## src/pkg/vdg_pkg.sv

```systemverilog
`default_nettype none
package vdg_pkg;

	// ************************************************************
	// widths and field sizes
	// ************************************************************
	localparam int VDG_CODE_W = 8;
	localparam int VDG_STRAP_W = 8;
	localparam int VDG_REF_W = 14;

	// ************************************************************
	// code tables, reference in quarter-millivolt units
	// ************************************************************
	localparam logic [VDG_CODE_W-1:0] VDG_CODE_FIRST_ON = 8'h02;
	localparam logic [VDG_REF_W-1:0] VDG_REF_TOP_Q = 14'h1900;
	localparam logic [VDG_REF_W-1:0] VDG_REF_STEP_Q = 14'h0019;
	localparam logic [VDG_REF_W-1:0] VDG_TBL5_BASE_Q = 14'h1838;
	localparam logic [VDG_REF_W-1:0] VDG_TBL5_STEP_Q = 14'h0064;
	localparam logic [VDG_REF_W-1:0] VDG_TBL6_BASE_Q = 14'h1838;
	localparam logic [VDG_REF_W-1:0] VDG_TBL6_STEP_Q = 14'h0032;

	// ************************************************************
	// timing
	// ************************************************************
	localparam int VDG_CLOCK_HZ = 50000000;
	localparam int VDG_INTERVAL_MIN = 2;
	localparam logic [VDG_STRAP_W-1:0] VDG_INTERVAL_RESET = 8'h00;

	typedef enum logic [1:0]
	{
		VDG_TBL_8BIT = 2'b00,
		VDG_TBL_5BIT = 2'b01,
		VDG_TBL_6BIT = 2'b10
	} vdg_table_t;

	// pin bundle, all asynchronous to clock
	typedef struct packed
	{
		logic enable;
		logic soft_start_strap;
		logic error_above_ramp;
		logic phase_align_trip;
		logic [VDG_CODE_W-1:0] code;
		logic [VDG_CODE_W-1:0] code_driven;
		logic [VDG_STRAP_W-1:0] frequency_set_strap;
	} vdg_pins_t;

	function automatic logic [VDG_REF_W-1:0] vdg_ref_calc(
		input logic [VDG_REF_W-1:0] base,
		input logic [VDG_REF_W-1:0] step,
		input logic [VDG_CODE_W-1:0] index
	);
		logic [2*VDG_REF_W-1:0] prod;
		prod = step * {{(VDG_REF_W-VDG_CODE_W){1'b0}}, index};
		return base - prod[VDG_REF_W-1:0];
	endfunction : vdg_ref_calc

endpackage : vdg_pkg
`default_nettype wire

```

## src/design/vdg_code_decode.sv

```systemverilog
`default_nettype none
module vdg_code_decode
	import vdg_pkg::*;
(
	input wire logic soft_start_strap, // high: strap tied to supply
	input wire logic [VDG_CODE_W-1:0] code_raw, // pin levels
	input wire logic [VDG_CODE_W-1:0] code_driven, // pin actually driven
	output vdg_table_t table_mode, // selected table
	output logic [VDG_CODE_W-1:0] code_resolved, // after weak pulls
	output logic [VDG_REF_W-1:0] reference_setting, // quarter mV
	output logic output_off // code means output off
);

	// ************************************************************
	// table select and weak pulls
	// ************************************************************
	logic pull_level;
	logic top_bit;

	always_comb
	begin
		// pulls follow the strap, not the decoded table, so no loop
		pull_level = ~soft_start_strap;
		for (int i = 0; i < VDG_CODE_W; i++)
		begin
			code_resolved[i] = code_driven[i] ? code_raw[i] : pull_level;
		end
		top_bit = code_resolved[VDG_CODE_W-1];
		if (!soft_start_strap)
			table_mode = VDG_TBL_8BIT;
		else if (top_bit)
			table_mode = VDG_TBL_5BIT;
		else
			table_mode = VDG_TBL_6BIT;
	end

	// ************************************************************
	// reference lookup
	// ************************************************************
	always_comb
	begin
		output_off = 1'b0;
		case (table_mode)
			VDG_TBL_8BIT:
			begin
				output_off = code_resolved < VDG_CODE_FIRST_ON;
				reference_setting = output_off ? '0 :
					vdg_ref_calc(VDG_REF_TOP_Q, VDG_REF_STEP_Q,
					code_resolved - VDG_CODE_FIRST_ON);
			end
			VDG_TBL_5BIT:
				reference_setting = vdg_ref_calc(VDG_TBL5_BASE_Q,
					VDG_TBL5_STEP_Q, {3'h0, code_resolved[4:0]});
			VDG_TBL_6BIT:
				reference_setting = vdg_ref_calc(VDG_TBL6_BASE_Q,
					VDG_TBL6_STEP_Q, {2'h0, code_resolved[5:0]});
			default:
				reference_setting = '0;
		endcase
	end

endmodule : vdg_code_decode
`default_nettype wire

```

## src/design/vdg_pwm_top.sv

```systemverilog
// Contract
// - interval length in clock cycles set by the frequency strap
// - pulse stays low while error level is below the ramp and the trip is low
// - pulse rises on crossing, stays high until crossing back
// - at most one rising edge of the pulse per switching interval
// - low pulse: upper off, lower on; high pulse: reverse
// - trip above filtered error flags transient and forces pulse on, within the one-rise limit
// - strap and top code bit select 8-bit, 5-bit or 6-bit table
// - 8-bit table: codes 0,1 off, code 2 is 1.6 V, 6.25 mV steps
// - undriven code pins read high in 8-bit mode, low otherwise
// - enable low disables all controller operation except table_mode, which still follows the strap and code pins
`default_nettype none
module vdg_pwm_top
	import vdg_pkg::*;
#(
	parameter int STRAP_W = VDG_STRAP_W
)
(
	input wire logic clock, // 50 MHz system clock
	input wire logic nrst, // asynchronous reset, active low
	input wire logic enable, // enable pin
	input wire logic soft_start_strap, // high: strap tied to supply
	input wire logic error_above_ramp, // error level above ramp
	input wire logic phase_align_trip, // trip above filtered error
	input wire logic [VDG_CODE_W-1:0] voltage_code_inputs, // code pins
	input wire logic [VDG_CODE_W-1:0] voltage_code_driven, // pin driven
	input wire logic [STRAP_W-1:0] frequency_set_strap, // interval cycles
	output logic pulse_out, // channel pulse to gate driver
	output logic upper_gate_on, // upper transistor command
	output logic lower_gate_on, // lower synchronous transistor command
	output logic transient_flag, // trip event active
	output logic interval_start, // first cycle of an interval
	output logic output_off, // decoded code means off, or enable low
	output logic [1:0] table_mode, // selected table
	output logic [VDG_REF_W-1:0] reference_setting // quarter mV
);

	// ************************************************************
	// elaboration checks
	// ************************************************************
	if (STRAP_W != VDG_STRAP_W)
	begin : g_bad_width
		$error("frequency strap width must match the pin bundle");
	end

	// ************************************************************
	// pin synchronisers
	// ************************************************************
	vdg_pins_t pins_meta_reg;
	vdg_pins_t pins_reg;
	vdg_pins_t pins_now;

	always_comb
	begin
		pins_now.enable = enable;
		pins_now.soft_start_strap = soft_start_strap;
		pins_now.error_above_ramp = error_above_ramp;
		pins_now.phase_align_trip = phase_align_trip;
		pins_now.code = voltage_code_inputs;
		pins_now.code_driven = voltage_code_driven;
		pins_now.frequency_set_strap = frequency_set_strap;
	end

	always_ff @(posedge clock or negedge nrst)
	begin
		if (!nrst)
		begin
			pins_meta_reg <= '0;
			pins_reg <= '0;
		end
		else
		begin
			pins_meta_reg <= pins_now;
			pins_reg <= pins_meta_reg;
		end
	end

	// ************************************************************
	// code decode
	// ************************************************************
	vdg_table_t mode_next;
	logic [VDG_CODE_W-1:0] code_next;
	logic [VDG_REF_W-1:0] ref_next;
	logic off_next;

	vdg_code_decode u_decode (
		.soft_start_strap(pins_reg.soft_start_strap),
		.code_raw(pins_reg.code),
		.code_driven(pins_reg.code_driven),
		.table_mode(mode_next),
		.code_resolved(code_next),
		.reference_setting(ref_next),
		.output_off(off_next)
	);

	logic en;

	assign en = pins_reg.enable;

	always_ff @(posedge clock or negedge nrst)
	begin
		if (!nrst)
		begin
			table_mode <= VDG_TBL_8BIT;
			reference_setting <= '0;
			output_off <= 1'b1;
		end
		else
		begin
			table_mode <= mode_next;
			reference_setting <= en ? ref_next : '0;
			output_off <= off_next | ~en;
		end
	end

	// ************************************************************
	// switching interval clock
	// ************************************************************
	// strap is read each reload, so a new value takes effect at the
	// next interval; values below the minimum are clamped
	logic [STRAP_W-1:0] interval_count_reg;
	logic [STRAP_W-1:0] period_m1;
	logic start_next;

	always_comb
	begin
		period_m1 = pins_reg.frequency_set_strap - STRAP_W'(1);
		if (pins_reg.frequency_set_strap < STRAP_W'(VDG_INTERVAL_MIN))
			period_m1 = STRAP_W'(VDG_INTERVAL_MIN - 1);
		start_next = en && interval_count_reg == '0;
	end

	always_ff @(posedge clock or negedge nrst)
	begin
		if (!nrst)
			interval_count_reg <= VDG_INTERVAL_RESET;
		else if (!en)
			interval_count_reg <= VDG_INTERVAL_RESET;
		else if (interval_count_reg == '0)
			interval_count_reg <= period_m1;
		else
			interval_count_reg <= interval_count_reg - STRAP_W'(1);
	end

	always_ff @(posedge clock or negedge nrst)
	begin
		if (!nrst)
			interval_start <= 1'b0;
		else
			interval_start <= start_next;
	end

	// ************************************************************
	// pulse modulator
	// ************************************************************
	// the trip forces the pulse but still honours the one-rise limit,
	// trading a little transient speed for no double pulses
	logic rose_reg;
	logic want_high;
	logic may_rise;
	logic pulse_next;
	logic kill;

	always_comb
	begin
		kill = ~en | off_next;
		want_high = pins_reg.error_above_ramp |
			pins_reg.phase_align_trip;
		may_rise = start_next | ~rose_reg;
		if (kill)
			pulse_next = 1'b0;
		else if (pulse_out)
			pulse_next = want_high;
		else
			pulse_next = want_high & may_rise;
	end

	always_ff @(posedge clock or negedge nrst)
	begin
		if (!nrst)
			rose_reg <= 1'b0;
		else if (!en)
			rose_reg <= 1'b0;
		else if (pulse_next && !pulse_out)
			rose_reg <= 1'b1;
		else if (start_next)
			rose_reg <= 1'b0;
	end

	always_ff @(posedge clock or negedge nrst)
	begin
		if (!nrst)
		begin
			pulse_out <= 1'b0;
			upper_gate_on <= 1'b0;
			lower_gate_on <= 1'b0;
			transient_flag <= 1'b0;
		end
		else
		begin
			pulse_out <= pulse_next;
			upper_gate_on <= pulse_next;
			lower_gate_on <= en & ~pulse_next;
			transient_flag <= ~kill & pins_reg.phase_align_trip;
		end
	end

	// ************************************************************
	// assertions
	// ************************************************************
	one_rise_a: assert property (
		@(posedge clock) disable iff (!nrst)
		$rose(pulse_out) |-> $past(start_next) || !$past(rose_reg))
		else $error("second rising edge inside one interval");

	disable_low_a: assert property (
		@(posedge clock) disable iff (!nrst)
		!en |=> !pulse_out && !upper_gate_on && !lower_gate_on)
		else $error("gates active while disabled");

	off_low_a: assert property (
		@(posedge clock) disable iff (!nrst)
		off_next |=> !pulse_out && !transient_flag)
		else $error("pulse high while code means off");

	gate_pair_a: assert property (
		@(posedge clock) disable iff (!nrst)
		en |=> (upper_gate_on == pulse_out) &&
			(lower_gate_on == !pulse_out))
		else $error("gate commands disagree with pulse");

	hold_low_a: assert property (
		@(posedge clock) disable iff (!nrst)
		!pins_reg.error_above_ramp && !pins_reg.phase_align_trip
		|=> !pulse_out)
		else $error("pulse high with error below ramp");

	cross_rise_a: assert property (
		@(posedge clock) disable iff (!nrst)
		en && !off_next && pins_reg.error_above_ramp && start_next
		|=> pulse_out)
		else $error("pulse missed crossing at interval start");

	trip_force_a: assert property (
		@(posedge clock) disable iff (!nrst)
		en && !off_next && pins_reg.phase_align_trip && may_rise
		|=> transient_flag && pulse_out)
		else $error("trip did not force pulse on");

	interval_len_a: assert property (
		@(posedge clock) disable iff (!nrst)
		start_next && en && pins_reg.frequency_set_strap == 8'h04
		&& $stable(pins_reg.frequency_set_strap) ##1
		en [*4] |=> interval_start)
		else $error("interval length differs from strap");

	top_code_a: assert property (
		@(posedge clock) disable iff (!nrst)
		en && mode_next == VDG_TBL_8BIT && code_next == 8'h02
		|=> reference_setting == VDG_REF_TOP_Q && !output_off)
		else $error("code two does not give top reference");

	table_sel_a: assert property (
		@(posedge clock) disable iff (!nrst)
		pins_reg.soft_start_strap && !pins_reg.code_driven[7]
		|=> table_mode == VDG_TBL_6BIT)
		else $error("undriven top bit not read low in supply mode");

endmodule : vdg_pwm_top
`default_nettype wire

```

## config.mk

```make
export PLATFORM = sky130hd
export DESIGN_NAME = vdg_pwm_top
export DESIGN_NICKNAME = d
export VERILOG_FILES = /design/src/pkg/vdg_pkg.sv /design/src/design/vdg_code_decode.sv /design/src/design/vdg_pwm_top.sv
export SDC_FILE = /design/constraint.sdc
export NUM_CORES = 1
export LEC_CHECK = 0
export BUFFER_PORTS_ARGS = -buffer_cell sky130_fd_sc_hd__buf_2
export CORE_MARGIN = 1
export CORE_UTILIZATION = 25
export DETAILED_ROUTE_END_ITERATION = 10
export GPL_TIMING_DRIVEN = 0
export PLACE_DENSITY = 0.47
export SYNTH_ARGS = -nofsm -noshare
export SYNTH_HDL_FRONTEND = slang
export SYNTH_SLANG_ARGS = --single-unit
```

## constraint.sdc

```tcl
create_clock -name clock -period 7.2 [get_ports clock]
set_input_delay 0.72 -clock clock [delete_from_list [all_inputs] [get_ports clock]]
set_output_delay 0.72 -clock clock [all_outputs]
set_load 0.02 [all_outputs]
```

==> key figures <==
Setup path
  • Most Frequent Cell on Critical Path: inv_1
  • Crit path capture type: register
  • Worst path required time: 7.41 ns
  • WP data arrival: 5.61 ns
  • CP delay by family, top: adder cells
  • Reg2Reg Launch Point: pins_reg[26]
  • Worst Path Max Fanout: 10
  • Reg2reg end: reference_setting[9]
  • Worst Setup Start Kind: register
  • Buf+Inv Stages, Crit Path: 5
  • Slowest cell delay on critical path: 0.68 ns
  • Flop-to-flop setup slack: 1.81 ns
  • Worst Setup SP: pins_reg[26]
  • Worst path cell trace: clkbuf_1 > nor2_1 > a21oi_1 > ha_1 > inv_1 > xnor2_1 > ha_1 > inv_1 > fa_1 > inv_1 > fa_1 > inv_1 > ha_1 > o21ai_0 > a21oi_1 > o21ai_0 > or3b_2 > nand3_1 > a21oi_1
  • R2R cell count: 19
  • CP Class: reg -> reg
  • Slowest-stage cell, CP: a21oi_1

Routing
  • Via density: 4.34
  • Vias post-DR: 3481
  • Drt first pass iters: 7
  • Final ANT Viol Nets: 0
  • WL/cell: 13.4 um
  • # DRC: 0
  • Routed WL: 10700 um
  • DRT iter0 DRCs: 189

Placement
  • Placement Setup Slack: 1.85 ns
  • Dpl cell area: 5580 um2
  • Dpl cells: 786
  • IO Port Bufs: 51
  • Detailed Place HPWL: 8740 um
  • GP Congestion: 0.778

CTS
  • Clock Sinks: 86
  • H-tree levels: 3
  • CTS buffer count: 9
  • Worst-Skew Late Latency: 0.34 ns
  • Number of gates resized after cts: 0
  • Clk buf depth: 2
  • CTS clk-pin slew, worst paths: 0.07 ns
  • CTS hold repair buffers: 0
  • CTS tree: yes
  • Root Buffer: clkbuf_16
  • Buffer count from post-CTS setup fixing: 0

Finish
  • # nets final: 628
  • N_diodes: 0
  • Share of layout cells above drive strength 1: 15.5%
  • Final Non-Filler Cells: 802
  • Final Cell Area: 5860 um2
  • Layout area overhead: 18.1%
  • Largest register FFs: 28

Global route
  • Initial antenna violation count: 0
  • Global-route wire length before repair: 17600 um
  • Largest net degree at the start of global routing: 66
  • Vias in the first global route: 3411
  • GRT overflow: 0
  • Total GRT Usage: 11.2%

Power
  • Gate power share: 48.3%
  • PwrDens: 333 nW/um2
  • Switching portion of total power: 39.4%
  • Standby leakage power: 0.00278 uW
  • Power share of the sequential group: 29.5%
  • Peak VDD IR: 0.000121 V
  • Clock Power Share: 22.2%
  • Psw: 768 uW
  • Internal power: 1180 uW

Timing
  • Max Freq: 185 MHz
  • Setup_tns: 0 ns
  • Period Utilization, post-route: 74.9%
  • Headroom to the max-slew limit: 22.9%
  • Tmin final: 5.39 ns
  • Worst-margin pin slew: 1.14 ns
  • Final Hold Viols: 0
  • Setup ws final: 1.81 ns
  • Max-slew violation count: 0
  • Setup Skew: 0.00808 ns
  • Setup violators final: 0
  • Hold_ws: 0.266 ns
  • RSZ-0062 raised after global routing: no

Synth
  • Synth Area in XOR/XNOR: 7.92%
  • Share of the synthesized area in the top cell type: 42.9%
  • Synth cell types: 58
  • Mean Syn Cell Area: 10.6 um2
  • Synth Area in Adders: 18.5%
  • Netlist Area Pre-Place: 4960 um2
  • YS warnings: 0
  • Post-Synth Simple-Gate Area: 11.2%
  • Post-synth ARST share: 100%
  • Cell with the most instances after synthesis: dfrtp_1
  • Area fraction in compound gates after synthesis: 13.5%
  • Top cells by area, synth: dfrtp_1, ha_1, fa_1
  • Most frequent cells after synthesis: dfrtp_1, inv_1, ha_1
  • Yosys top cell by area: dfrtp_1
  • Combinational family with the most area after synthesis: adder cells
  • Seq/Total Area, Yosys: 43.4%
  • Mux share of post-synthesis cell area: 0.202%
  • Flops & latches, synth: 86
  • Syn nets: 565
  • Cells after Synth: 469
  • Post-synth EDFFs: 0
  • Main synth FF type: dfrtp_1

Floorplan
  • Die height: 143 um
  • Die width: 143 um
  • # rows: 51
  • Die area: 20400 um2
  • Placeable Area: 19500 um2
  • Num ports: 52
  • Starting Density: 25.5%

Run status
  • Status: finished clean

Hold path
  • Min-Delay Path Class: in -> async

Flow run
  • Max cap viols: 0
-- power by group through the flow --
stage                     Combinational (uW)  Clock [uW]  Sequential, uW
final                                    941         433             575
after global routing                    1070         475             582
after CTS                                947         453             576
after detailed placement                 940           0             585
after global placement                   921           0             583
after floorplan                          687           0             610
-- cells by family (layout without fill, tap and decap cells) --
logic type,count (synthesis),in the layout
compound gates,92,92
xor+xnor,44,44
fa+ha+maj,66,66
buf+inv,69,137
flops,86,86
mux,1,1
simple gates,111,111
-- worst register-to-register path, delay by kind of cell (launching register included) --
| kind | cells | cell delay (ns) |
|---|---|---|
| DFF | 1 | 0.39 |
| AOI/OAI and AO/OA | 5 | 1.24 |
| xor gates and xnor gates | 1 | 0.49 |
| adders and majority gates | 5 | 1.85 |
| and+or+nand+nor | 3 | 0.65 |
| buffers and inverters | 5 | 0.64 |
-- layout by cell type (no fill, tap or decap), drive strengths merged, types with 3 or more instances in the layout --
| master | Yosys | layout |
|---|---|---|
| dfrtp | 85 | 85 |
| inv | 58 | 60 |
| buf | 3 | 55 |
| ha | 54 | 54 |
| nor2 | 40 | 40 |
| xnor2 | 24 | 24 |
| a21oi | 20 | 20 |
| nand2 | 20 | 20 |
| xor2 | 20 | 20 |
| clkbuf | 6 | 15 |
| o21ai | 13 | 13 |
| fa | 12 | 12 |
| nand2b | 9 | 9 |
| nand3 | 7 | 7 |
| nor3 | 6 | 6 |
| o22a | 6 | 6 |
| and2 | 6 | 6 |
| o21a | 5 | 5 |
| a21o | 5 | 5 |
| o31ai | 5 | 5 |
| clkinv | 2 | 5 |
| or4 | 4 | 4 |
| a31oi | 4 | 4 |
| nor4b | 4 | 4 |
| a222oi | 4 | 4 |
| or3b | 3 | 3 |
| nor2b | 3 | 3 |
| a211oi | 3 | 3 |
| or3 | 3 | 3 |
| a221oi | 3 | 3 |
-- per-layer routing --
metal  part of all wire (%)  up-vias  routed length [um]  GRT usage, %
met4                    1.4        0                 146          3.34
li1                       -     1722                   -             -
met3                    5.1       14                 547          2.11
met5                      0        -                   0             0
met1                     51     1663                5480          16.6
met2                     43       82                4570          16.3
-- stage by stage --
step           util [%]  power, uW
2_1_floorplan         -       1300
3_3_place_gp       28.5       1500
3_5_place_dp       28.7       1520
4_1_cts            30.1       1980
5_1_grt            30.1       2130
6_report           30.1       1950
-- how the worst max path moves through the flow --
stage	endpoint	slack [ns]	cells after the start
floorplan	reference_setting[9]	2.68	19
global placement	reference_setting[12]	1.92	17
detailed placement	reference_setting[9]	1.85	19
CTS	reference_setting[9]	1.81	19
global route	reference_setting[9]	1.33	19
finish	reference_setting[9]	1.81	19
-- final cells by class --
class / instances / area, um2
sequential: 86 / 2150
inverter: 60 / 225
clock inverter: 7 / 57.6
fill: 2007 / 13600
timing repair buffer: 52 / 285
tap: 265 / 332
clock buffer: 9 / 225
buffer: 9 / 40.0
multi-input combinational: 314 / 2540
Note: power is estimated with default switching activity, not from simulation.
